### src/ufc_regs.vh
`ifndef UFC_REGS_VH
`define UFC_REGS_VH
`define UFC_BLOCK_COUNT    16'h0077
`define UFC_BLOCK_SIZE     16'h0200
`define UFC_CLUSTER_ID     16'h0023
`define UFC_ENDPOINT       8'he6
`define UFC_HDR_LEN        4'h8
`define UFC_OFF_CMD        3'h0
`define UFC_OFF_OPT        3'h1
`define UFC_OFF_BLK_HI     3'h2
`define UFC_OFF_BLK_LO     3'h3
`define UFC_OFF_IDX_HI     3'h4
`define UFC_OFF_IDX_LO     3'h5
`define UFC_OFF_LEN_HI     3'h6
`define UFC_OFF_LEN_LO     3'h7
`define UFC_CMD_GEOM_Q     8'h00
`define UFC_CMD_GEOM_R     8'h80
`define UFC_STAT_FAIL_BIT  0
`endif

### src/ufc_hdr_parse.v
`timescale 1ns/1ps
`default_nettype none
`include "ufc_regs.vh"
// ----------------------------------------
// Request header capture
// ----------------------------------------
module ufc_hdr_parse (
    input  wire        clk,
    input  wire        rst,
    input  wire        in_valid,
    input  wire [7:0]  in_data,
    input  wire        in_last,
    output reg  [7:0]  cmd_ff,
    output reg  [7:0]  opt_ff,
    output reg  [15:0] blk_ff,
    output reg  [15:0] idx_ff,
    output reg  [15:0] len_ff,
    output reg         done_ff,
    output reg         short_ff
);
    reg [3:0] cnt_ff;
    always @(posedge clk) begin
        if (rst) begin
            cnt_ff   <= 4'h0;
            cmd_ff   <= 8'h00;
            opt_ff   <= 8'h00;
            blk_ff   <= 16'h0000;
            idx_ff   <= 16'h0000;
            len_ff   <= 16'h0000;
            done_ff  <= 1'b0;
            short_ff <= 1'b0;
        end else begin
            done_ff <= 1'b0;
            if (in_valid) begin
                if (cnt_ff < `UFC_HDR_LEN) begin
                    case (cnt_ff[2:0])
                        `UFC_OFF_CMD:    cmd_ff        <= in_data;
                        `UFC_OFF_OPT:    opt_ff        <= in_data;
                        `UFC_OFF_BLK_HI: blk_ff[15:8]  <= in_data;
                        `UFC_OFF_BLK_LO: blk_ff[7:0]   <= in_data;
                        `UFC_OFF_IDX_HI: idx_ff[15:8]  <= in_data;
                        `UFC_OFF_IDX_LO: idx_ff[7:0]   <= in_data;
                        `UFC_OFF_LEN_HI: len_ff[15:8]  <= in_data;
                        default:         len_ff[7:0]   <= in_data;
                    endcase
                    cnt_ff <= cnt_ff + 4'h1;
                end
                if (in_last) begin
                    cnt_ff   <= 4'h0;
                    done_ff  <= 1'b1;
                    short_ff <= (cnt_ff < (`UFC_HDR_LEN - 4'h1));
                end
            end
        end
    end
endmodule
`default_nettype wire

### src/ufc_top.v
// Notes on behaviour
// - Store holds 119 blocks of 512 bytes each.
// - Commands arrive on cluster 0x23, endpoint 0xe6.
// - Header: command, options, block, offset, length; data from byte 8.
// - Two-byte fields go most significant byte first.
// - Reply only to unicast requests, to requester's source endpoint.
// - Reply shown as explicit receive frame in API mode only, when source endpoint 0xe6 or explicit mode.
// - Reply gives response code 0x80 at 0, status at 1, other fields in place.
// - Length counts data bytes, or requested bytes for a read.
// - Command 0x00 is geometry query, answered with 0x80.
// - Reply gives block count in block field, zero length, no data.
// - Reply gives block size in offset field.
// - Status bit 0 set on failure, clear on success, rest reserved.
`timescale 1ns/1ps
`default_nettype none
`include "ufc_regs.vh"
module ufc_top #(
    parameter [15:0] BLOCK_COUNT = `UFC_BLOCK_COUNT,
    parameter [15:0] BLOCK_SIZE  = `UFC_BLOCK_SIZE
) (
    input  wire        clk,
    input  wire        rst,
    input  wire        req_valid,
    input  wire [7:0]  req_data,
    input  wire        req_last,
    input  wire [15:0] req_cluster,
    input  wire [7:0]  req_dst_ep,
    input  wire [7:0]  req_src_ep,
    input  wire        req_broadcast,
    input  wire        api_mode,
    input  wire        explicit_mode,
    input  wire        rsp_ready,
    output reg         rsp_valid_ff,
    output reg  [7:0]  rsp_data_ff,
    output reg         rsp_last_ff,
    output reg  [7:0]  rsp_dst_ep_ff,
    output reg         rsp_explicit_ff,
    output reg         busy_ff,
    output reg         drop_ff
);
    // ----------------------------------------
    // Frame filter and header capture
    // ----------------------------------------
    wire        hit;
    wire [7:0]  h_cmd;
    wire [7:0]  h_opt;
    wire [15:0] h_blk;
    wire [15:0] h_idx;
    wire [15:0] h_len;
    wire        h_done;
    wire        h_short;
    reg         bcast_ff;
    reg  [7:0]  src_ff;
    reg         expl_ff;
    reg  [7:0]  nxt_byte;
    wire        ctx_expl;
    wire        bad_req;

    // Cluster and endpoint filter for one payload byte
    function frame_hit;
        input        valid;
        input        busy;
        input [15:0] cluster;
        input [7:0]  dst_ep;
        begin
            frame_hit = valid && !busy && (cluster == `UFC_CLUSTER_ID) && (dst_ep == `UFC_ENDPOINT);
        end
    endfunction

    // Explicit indication wanted for a reply to this requester
    function want_explicit;
        input       api_on;
        input       expl_on;
        input [7:0] src_ep;
        begin
            want_explicit = api_on && ((src_ep == `UFC_ENDPOINT) || expl_on);
        end
    endfunction

    assign hit      = frame_hit(req_valid, busy_ff, req_cluster, req_dst_ep);
    assign ctx_expl = want_explicit(api_mode, explicit_mode, req_src_ep);
    assign bad_req  = h_short || (h_cmd != `UFC_CMD_GEOM_Q);

    ufc_hdr_parse u_parse (
        .clk      (clk),
        .rst      (rst),
        .in_valid (hit),
        .in_data  (req_data),
        .in_last  (req_last),
        .cmd_ff   (h_cmd),
        .opt_ff   (h_opt),
        .blk_ff   (h_blk),
        .idx_ff   (h_idx),
        .len_ff   (h_len),
        .done_ff  (h_done),
        .short_ff (h_short)
    );

    // ----------------------------------------
    // Requester context, kept from the last accepted byte
    // ----------------------------------------
    always @(posedge clk) begin
        if (rst) begin
            bcast_ff <= 1'b0;
            src_ff   <= 8'h00;
            expl_ff  <= 1'b0;
        end else if (hit) begin
            bcast_ff <= req_broadcast;
            src_ff   <= req_src_ep;
            expl_ff  <= ctx_expl;
        end
    end

    // ----------------------------------------
    // Reply sequencer
    // ----------------------------------------
    localparam [1:0] ST_IDLE = 2'b00;
    localparam [1:0] ST_SEND = 2'b01;
    localparam [1:0] ST_HOLD = 2'b10;
    reg  [1:0]  state_ff;
    reg  [2:0]  pos_ff;
    reg  [7:0]  status_ff;
    wire        take_query;

    function [7:0] geom_byte;
        input [2:0] pos;
        input [7:0] status;
        begin
            case (pos)
                `UFC_OFF_CMD:    geom_byte = `UFC_CMD_GEOM_R;
                `UFC_OFF_OPT:    geom_byte = status;
                `UFC_OFF_BLK_HI: geom_byte = BLOCK_COUNT[15:8];
                `UFC_OFF_BLK_LO: geom_byte = BLOCK_COUNT[7:0];
                `UFC_OFF_IDX_HI: geom_byte = BLOCK_SIZE[15:8];
                `UFC_OFF_IDX_LO: geom_byte = BLOCK_SIZE[7:0];
                default:         geom_byte = 8'h00;
            endcase
        end
    endfunction

    // Failure flag for a query that carries nonzero fields
    function [7:0] query_status;
        input [7:0]  opt;
        input [15:0] blk;
        input [15:0] idx;
        input [15:0] len;
        begin
            query_status = 8'h00;
            query_status[`UFC_STAT_FAIL_BIT] = (opt != 8'h00) || (blk != 16'h0000)
                                               || (idx != 16'h0000) || (len != 16'h0000);
        end
    endfunction

    assign take_query = (state_ff == ST_IDLE) && h_done && !bad_req && !bcast_ff;

    always @* begin
        nxt_byte = geom_byte(pos_ff, status_ff);
    end

    always @(posedge clk) begin
        if (rst) begin
            state_ff     <= ST_IDLE;
            pos_ff       <= 3'h0;
            status_ff    <= 8'h00;
            busy_ff      <= 1'b0;
            drop_ff      <= 1'b0;
            rsp_valid_ff <= 1'b0;
            rsp_data_ff  <= 8'h00;
            rsp_last_ff  <= 1'b0;
        end else begin
            drop_ff <= (state_ff == ST_IDLE) && h_done && bad_req;
            case (state_ff)
                ST_IDLE: begin
                    if (take_query) begin
                        // Nonzero fields still answered, flagged as error
                        status_ff <= query_status(h_opt, h_blk, h_idx, h_len);
                        pos_ff    <= 3'h0;
                        busy_ff   <= 1'b1;
                        state_ff  <= ST_SEND;
                    end
                end
                ST_SEND: begin
                    if (!rsp_valid_ff || rsp_ready) begin
                        rsp_valid_ff <= 1'b1;
                        rsp_data_ff  <= nxt_byte;
                        rsp_last_ff  <= (pos_ff == `UFC_OFF_LEN_LO);
                        pos_ff       <= pos_ff + 3'h1;
                        if (pos_ff == `UFC_OFF_LEN_LO) begin
                            state_ff <= ST_HOLD;
                        end
                    end
                end
                ST_HOLD: begin
                    if (rsp_ready) begin
                        rsp_valid_ff <= 1'b0;
                        rsp_last_ff  <= 1'b0;
                        busy_ff      <= 1'b0;
                        state_ff     <= ST_IDLE;
                    end
                end
                default: begin
                    state_ff <= ST_IDLE;
                end
            endcase
        end
    end

    // ----------------------------------------
    // Reply addressing, held until the next reply
    // ----------------------------------------
    always @(posedge clk) begin
        if (rst) begin
            rsp_dst_ep_ff   <= 8'h00;
            rsp_explicit_ff <= 1'b0;
        end else if (take_query) begin
            rsp_dst_ep_ff   <= src_ff;
            rsp_explicit_ff <= expl_ff;
        end
    end
endmodule
`default_nettype wire

### config.mk
export PLATFORM = sky130hd
export DESIGN_NAME = ufc_top
export DESIGN_NICKNAME = d
export VERILOG_FILES = /design/src/ufc_hdr_parse.v /design/src/ufc_top.v
export VERILOG_INCLUDE_DIRS = /design/src /design/src/src
export SDC_FILE = /design/constraint.sdc
export NUM_CORES = 1
export LEC_CHECK = 0
export BUFFER_PORTS_ARGS = -buffer_cell sky130_fd_sc_hd__clkbuf_2
export CORE_MARGIN = 1
export CORE_UTILIZATION = 37
export CTS_BUF_LIST = sky130_fd_sc_hd__clkbuf_8
export CTS_CLUSTER_SIZE = 28
export DETAILED_ROUTE_END_ITERATION = 7
export PLACE_DENSITY_LB_ADDON = 0.25
export SYNTH_ARGS = -nofsm -noshare
export SYNTH_HDL_FRONTEND = slang
export SYNTH_SLANG_ARGS = --single-unit
export TNS_END_PERCENT = 30
### constraint.sdc
create_clock -name clk -period 3.2 [get_ports clk]
set_clock_uncertainty 0.2 [all_clocks]
set_input_delay 0.32 -clock clk [delete_from_list [all_inputs] [get_ports clk]]
set_output_delay 0.32 -clock clk [all_outputs]
set_load 0.005 [all_outputs]
* Word-level counts from Yosys, hierarchy flattened
Index checks and enable logic that the tools add are counted.
** Cells by class
- Add/sub/neg operators :: 2
- Reductions and logical operators :: 48
- Order comparisons :: 2
- Equality and inequality tests :: 19
- Bitwise operators :: 2
- Muxes and demuxes :: 19
** Operators by type and width (count)
- $reduce_bool 16->1 :: 3
- $reduce_and 3->1 :: 11
- $pmux 8 s4 :: 1
- $eq 16x6->1 const B :: 1
- $eq 8x8->1 const B :: 2
- $reduce_bool 8->1 :: 2
- $eq 3x3->1 const B :: 5
- $eq 3x2->1 const B :: 3
- $logic_and 1x1->1 :: 8
- $mux 2 :: 4
- $mux 4 :: 2
- $ne 2x2->1 const B :: 4
- $reduce_and 2->1 :: 4
- $reduce_bool 2->1 :: 4
- $reduce_or 7->1 :: 1
- $eq 3x1->1 const B :: 2
- $logic_not 3->1 :: 2
- $logic_or 1x1->1 :: 6
- $mux 3 :: 2
- $pmux 1 s2 :: 3
- $pmux 2 s3 :: 1
- $pmux 3 s2 :: 1
- $mux 1 :: 5
- $add 4x1->4 const B :: 1
- 10 further kinds :: 14
** Storage, ports and cells
- Output and inout port bits :: 21
- Register bits :: 107
- Bits of input ports :: 48
- Word-level logic and storage cells :: 116

* Depth between registers and ports, before layout
Gate-level depths: netlist of run 1.
- Depth after elaboration :: 7
- Gate-level depth with buffers :: 8
- Depth with buffers taken out :: 6

* Hierarchy
Synthesis of run 1 repeated with hierarchy kept, for this count alone.
** Second synthesis, totals
- Cell total of the unflattened synthesis :: 490
- Area, all modules :: 4374.2 sq um
** By module, submodules not included
- ufc_hdr_parse :: times used 1, cells an instance 299, area each 2740.1 sq um, sequential area each 1401.3 sq um
- ufc_top :: times used 1, cells an instance 191, area each 1634.1 sq um, sequential area each 660.6 sq um

* Worst setup path before layout of run 1
No wires, ideal clock.
- Path type :: register to register
- Start :: register u_parse.cnt_ff[2]
- End :: register u_parse.len_ff[0]
- Required time :: 2928 ps
- Slack :: 977 ps
- Arrival :: 1951 ps
- Clock period less this slack :: 2223 ps
- Cell stages (with the launch flop) :: 7
- Setup time :: 72 ps
- Cells stage by stage :: dfxtp_1 clkbuf_1 inv_1 ha_1 or4_1 nor4_4 mux2i_1
** Between the ends
- Word-level cells in the longest chain between the ends :: 4
- Elaborated cells on any way between the ends :: 11
** Ends and longest elaborated chain
- start: declaration :: RTL line ufc_hdr_parse.v:21 : reg [3:0] cnt_ff;
- start signal: assignment :: RTL line ufc_hdr_parse.v:46 : cnt_ff <= cnt_ff + 4'h1;
- $eq 3x1->1, or another cell as far along :: RTL line ufc_hdr_parse.v:36 : case (cnt_ff[2:0])
- $reduce_or 7->1 (no line)
- $not 1->1 (no line)
- $reduce_and 3->1 (no line) *
- end signal: assignment :: RTL line ufc_hdr_parse.v:44 : default: len_ff[7:0] <= in_data;
- end: declaration :: RTL line ufc_hdr_parse.v:17 : output reg [15:0] len_ff,
Mark *: on every way between the ends. The rest lies on a longest branch, timed or not.
A chain may end at the register's enable or synchronous reset.

* Worst setup path after layout of run 1
- Start :: register u_parse.cnt_ff[0]
- End :: register u_parse.len_ff[2]
Same word-level chain as after synthesis.

==> flow_summary.json, run 1 <==
{
  "outcome": "completed",
  "setup_slack_ns": 0.714,
  "num_vias": 4214,
  "multi_input_area_sq_um": 2330,
  "tightestPinTransition_ns": 0.802,
  "die_area_sq_um": 13100,
  "area_delta_synth_final_pct": 12.6,
  "hold_path_depth": 3,
  "pwr-share-seq": 0.588,
  "period_minus_slack_ns": 2.49,
  "hp-class": "in2reg",
  "syn_avg_cell_area_sq_um": 8.34,
  "synth-seq-cells": 103,
  "r2r_slack_ns": 0.71,
  "r2r-start": "u_parse.cnt_ff[0]",
  "core_sq_um": 12200,
  "synth_edf_count": 0,
  "synth_ff_type": "dfxtp_1",
  "cts_sinks": 103,
  "rr_worst_depth": 5,
  "insertion_delay_ns": 0.36,
  "synth.area.top_cells": "dfxtp_1 44%, a21oi_1 9.5%, nand3_1 8.8%",
  "avgViaCountPerCell": 5.54,
  "end_kind": "flop",
  "initial_core_util": 0.385,
  "holdCritStartpoint": "req_src_ep[5]",
  "rsz0062_at_grt": "false",
  "antenna-diode-count": 0,
  "synth_area_sq_um": 4680,
  "finalMaxSlewViolations": 0,
  "route.detailed.wl_per_inst_um": 15.4,
  "reg2reg_to": "u_parse.len_ff[2]",
  "drive_gt1_frac": 0.164,
  "ir_worst_vdd_v": 0.000187,
  "antenna_found_initial": 0,
  "synthArstFlopShare": 0,
  "combinationalPowerShare": 0.046,
  "max_stage_delay_ns": 0.61,
  "clk_pin_slew_worst_paths_ns": 0.09,
  "numPortBuffers": 67,
  "critPathArrivalTime_ns": 2.56,
  "tns_ns": 0,
  "yosys.area.top_type": "dfxtp_1",
  "path_buf_inv": 1,
  "switching_share": 0.223,
  "intPower_mw": 1.69,
  "synth_top_area_share": 0.441,
  "route.detailed.drc": 0,
  "min_to": "src_ff[5]",
  "critical_path.top_delay_family": "simple AND/OR/NAND/NOR gates",
  "drv_cap": 0,
  "synth_nets": 619,
  "maxSlewHeadroom": 0.464,
  "ys_warn_count": 0,
  "nNetsFinal": 646,
  "power_density_nw_per_um2": 414,
  "critPathKind": "reg2reg",
  "cts_root_buf": "clkbuf_8",
  "ys_seq_area_frac": 0.441,
  "startpoint_type": "flop",
  "hold_violations": 0,
  "dp_hpwl_um": 7820,
  "synth_common_cells": "103 x dfxtp_1, 89 x a21oi_1, 82 x nand3_1, 76 x o21ai_0, 50 x clkbuf_1",
  "seqCellArea_sq_um": 2060,
  "yosysUniqueCellTypes": 41,
  "clock.fmax_ghz": 0.402,
  "finalWirelength_um": 11700,
  "drtIter0Drc": 339,
  "tritoncts": "done",
  "finalCritPeriodShare": 0.777,
  "fill_cells": 1217,
  "io_pins": 69,
  "power.switching_uw": 486,
  "leakagePower_nw": 1.81,
  "crit_chain": "inv_1 -> ha_1 -> or4_1 -> nor4_4 -> mux2i_1",
  "worstPathRequired_ns": 3.27,
  "htree_levels": 3,
  "grt_usage": 0.184,
  "num_rows": 40,
  "gp_congestion": 0.829,
  "fp.dieH_um": 114,
  "p_clk_frac": 0.367,
  "syn_inst": 561,
  "clock_path_buffers": 2,
  "die_width_um": 114,
  "critPathSlowestCell": "nor4_4",
  "grt_max_degree": 72,
  "crit_path_max_fanout": 8,
  "grt_overflow_total": 0,
  "dp_slack_ns": 0.658,
  "synth.most_common_cell": "dfxtp_1",
  "grt_pass1_vias": 3849,
  "finalSetupViolations": 0,
  "drtPass1Iterations": 5,
  "numCtsBuffers": 9,
  "grt_pass1_wl_um": 19100,
  "postRouteAntennaNets": 0
}
[stage by stage]
| stage | cells | utilization | power [mW] | area, sq um | hold slack, ns |
|---|---|---|---|---|---|
| 4_1_cts | 760 | 0.432 | 2.20 | 5260 | 0.00192 |
| 2_1_floorplan | 561 | - | 1.36 | 4680 | 0.240 |
| 6_report | 761 | 0.433 | 2.18 | 5270 | 0.0136 |
| 3_3_place_gp | 742 | 0.415 | 1.41 | 5040 | 0.243 |
| 5_1_grt | 761 | 0.433 | 2.27 | 5270 | 0.00215 |
| 3_5_place_dp | 742 | 0.415 | 1.41 | 5040 | 0.252 |
[how the worst max path moves through the flow]
stage | to | startpoint | cells after the start | slack [ns]
2_1_floorplan | u_parse.len_ff[0] | u_parse.cnt_ff[2] | 6 | 0.98
3_3_place_gp | u_parse.len_ff[2] | req_cluster[13] | 5 | 0.78
3_5_place_dp | u_parse.len_ff[4] | req_cluster[13] | 5 | 0.66
4_1_cts | u_parse.len_ff[2] | u_parse.cnt_ff[0] | 5 | 0.71
5_1_grt | u_parse.len_ff[2] | u_parse.cnt_ff[1] | 5 | 0.58
6_report | u_parse.len_ff[2] | u_parse.cnt_ff[0] | 5 | 0.71
[worst min-delay path, cell delays in order]
cell      delay [ns]
clkbuf_2        0.09
nand3_1         0.06
a21oi_1         0.05
[layout by cell type, fill, tap and decap left out, drive strengths merged, types with 4 or more instances in the layout]
cell type,synthesis,layout
a21oi,89,89
and4,8,8
buf,11,8
clkbuf,50,76
dfxtp,103,103
ha,10,10
inv,7,10
mux2i,11,11
nand2,10,10
nand2b,19,19
nand3,82,82
nand4,13,13
nor2,9,9
nor3,5,5
nor3b,4,4
nor4,21,21
o21ai,76,76
[final cells by class]
cell class,count,share of cell area
Clock buffer,10,0.0261
Clock inverter,6,0.0102
Inverter,7,0.00499
Multi-Input combinational cell,390,0.443
Sequential cell,103,0.392
Tap cell,168,0.0399
Timing Repair Buffer,77,0.0841
[what timing repair did]
| item | in CTS | in global routing |
|---|---|---|
| resized for setup | 0 | 0 |
| hold buffers | 2 | 1 |
| endpoints found under the hold margin | 2 | 1 |
| buffers inserted | 0 | 0 |
[state kept, by name (all words and copies together), names as in the netlist, 2 cells and up]
register	count
rsp_data_ff	4
u_parse.blk_ff	16
state_ff	2
u_parse.opt_ff	8
u_parse.idx_ff	16
src_ff	8
u_parse.cnt_ff	4
u_parse.cmd_ff	8
geom_byte.pos	3
rsp_dst_ep_ff	8
u_parse.len_ff	16
[cells by family (layout without fill, tap and decap cells)]
family	count (synthesis)	in the layout	synth area share
flops	103	103	0.441
simple gates	190	190	0.250
other cells	1	1	0.000802
buf+inv	68	100	0.0607
mux	11	11	0.0235
fa+ha+maj	10	10	0.0267
compound gates	178	178	0.198
[metal layers]
metal / up-vias / wire length (um) / global-route usage
met5: - / 0 / 0
met4: 0 / 170 / 0.0658
met3: 12 / 532 / 0.0296
met2: 133 / 5510 / 0.300
met1: 1981 / 5480 / 0.246
li1: 2088 / - / -
[power by group through the flow]
stage | Clock (mW) | Sequential (mW) | Combinational [mW]
5_1_grt | 0.879 | 1.28 | 0.106
3_3_place_gp | 0 | 1.31 | 0.0949
2_1_floorplan | 0 | 1.31 | 0.0453
4_1_cts | 0.821 | 1.28 | 0.0978
6_report | 0.798 | 1.28 | 0.0991
3_5_place_dp | 0 | 1.31 | 0.0959
Note: power is estimated with default switching activity, not from simulation.
==> inputs of run 2 (changes only) <==
==> constraint.sdc (replaced) <==
create_clock -name clk -period 2 [get_ports clk]
set_clock_uncertainty 0.2 [all_clocks]
set_input_delay 0.2 -clock clk [delete_from_list [all_inputs] [get_ports clk]]
set_output_delay 0.2 -clock clk [all_outputs]
set_load 0.005 [all_outputs]
==> run 2 against run 1 <==
Net effect: non-clock buffer count rose by 39; setup slack got worse by 0.69 ns; power rose by 68%; first-iteration DRC count fell by 13%; cell count rose by 5.1%; sequential share of layout area fell by 2.8 points; count of clock-buffer cells in the layout fell by 1; utilization rose by 3.4 points; global-route usage rose by 0.60 points; largest power group unchanged; combinational power rose by 86%.
==> flow_summary.json, run 2 (same netlist as run 1, synthesis figures left out) <==
{
  "outcome": "completed",
  "final_cell_mix": "101 x dfxtp_1, 89 x a21oi_1, 82 x nand3_1",
  "dp_slack_ns": -0.0872,
  "fin_util": 0.467,
  "crit_path_max_fanout": 8,
  "core_sq_um": 12200,
  "initial_core_util": 0.385,
  "gp_congestion": 0.792,
  "fin_area_sq_um": 5680,
  "finalMaxSlewViolations": 0,
  "postRouteAntennaNets": 0,
  "final-instance-count-excl-fill": 800,
  "layout_commonest_cell": "dfxtp_1",
  "num_rows": 40,
  "tightestPinTransition_ns": 0.609,
  "dpl_cell_area_sq_um": 5300,
  "gr-usage-met3": 0.0334,
  "clock_path_buffers": 2,
  "finalWirelength_um": 12200,
  "gr-usage-met2": 0.301,
  "area_delta_synth_final_pct": 21.4,
  "num_vias": 4395,
  "finalSetupViolations": 0,
  "drv_cap": 0,
  "grt_overflow_total": 0,
  "maxSlewHeadroom": 0.594,
  "worst_path_most_repeated_cell": "ha_2",
  "critPathSlowestCell": "or4_4",
  "max_stage_delay_ns": 0.42,
  "clk_pin_slew_worst_paths_ns": 0.10,
  "drive_gt1_frac": 0.222,
  "critPathArrivalTime_ns": 2.07,
  "numCtsBuffers": 9,
  "cts_sinks": 103,
  "nNetsFinal": 685,
  "io_pins": 69,
  "worstPathRequired_ns": 2.10,
  "drtPass1Iterations": 5,
  "rsz0062_at_grt": "true",
  "grt_pass1_vias": 4023,
  "period_minus_slack_ns": 1.97,
  "hp-class": "in2reg",
  "tritoncts": "done",
  "numPortBuffers": 67,
  "cts_root_buf": "clkbuf_8",
  "top_usage_layer": "met2",
  "finalCritPeriodShare": 0.986,
  "dp.cells": 767,
  "route.detailed.wl_per_inst_um": 15.3,
  "critPathKind": "reg2reg",
  "grt_pass1_wl_um": 19800,
  "drtIter0Drc": 294,
  "insertion_delay_ns": 0.36,
  "hold_violations": 0,
  "startpoint_type": "flop",
  "htree_levels": 3,
  "dp_hpwl_um": 8380,
  "met1_usage": 0.259,
  "seqCellArea_sq_um": 2070,
  "die_area_sq_um": 13100,
  "multi_input_area_sq_um": 2350,
  "power_density_nw_per_um2": 643,
  "setup_slack_ns": 0.0271,
  "clock.fmax_ghz": 0.507,
  "die_width_um": 114,
  "tns_ns": 0,
  "grt_max_degree": 58,
  "antenna_found_initial": 0,
  "finalPower_mw": 3.65,
  "avgViaCountPerCell": 5.49,
  "fp.dieH_um": 114,
  "ir_worst_vdd_v": 0.000287,
  "top_regs": "u_parse.blk_ff x16, u_parse.idx_ff x16, u_parse.len_ff x16",
  "crit_chain": "ha_2 -> ha_2 -> or4_4 -> nor4_4 -> buf_12 -> mux2i_1",
  "whs_ns": 0.0214,
  "fill_cells": 1151,
  "grt_usage": 0.190,
  "end_kind": "flop",
  "route.detailed.drc": 0,
  "antenna-diode-count": 0,
  "leakagePower_nw": 2.02
}
-- run 2: power breakdown --
part           leakage, nW  total, mW  internal (mW)  switching [mW]
logic                 1.08      0.184         0.0804           0.103
clock network        0.112       1.42          0.699           0.721
registers            0.830       2.05           2.05    0.0000000108
total                 2.02       3.65           2.83           0.825
-- run 2: final timing paths --
path | startpoint | end | slack (ns) | cells after the start
worst min-delay path | req_data[7] | u_parse.idx_ff[7] | 0.02 | 3
worst min register to register | rsp_data_ff[0] | rsp_data_ff[0] | 0.27 | 2
worst max-delay path | u_parse.cnt_ff[0] | u_parse.len_ff[3] | 0.03 | 6
worst max register to register | u_parse.cnt_ff[0] | u_parse.len_ff[3] | 0.03 | 6
-- run 2: area by class of cell --
class | count | share of cell area
multi-input combinational | 390 | 0.414
sequential | 103 | 0.364
timing repair buffer | 116 | 0.143
tap | 168 | 0.0370
clock buffer | 9 | 0.0218
clock inverter | 7 | 0.0156
inverter | 7 | 0.00463
-- run 2: critical path, delay by kind of cell, from the launching register on --
| kind | cells | cell delay [ns] |
|---|---|---|
| buf+inv | 1 | 0.17 |
| fa+ha+maj | 2 | 0.35 |
| flops | 1 | 0.37 |
| mux | 1 | 0.18 |
| simple gates | 2 | 0.62 |
-- run 2: timing repair --
action                     4_1_cts  5_1_grt
gates resized for setup          0        9
pin swaps                        1        5
hold endpoints to repair        16        0
gates cloned                     0        0
hold buffers                    13        0
setup buffers                    0        4
setup endpoints to repair        8       50
-- run 2: per-layer routing --
layer	wire, um	share of wire
met1	5670	0.46
met4	225	0.018
met3	701	0.057
met2	5640	0.46
met5	0	0
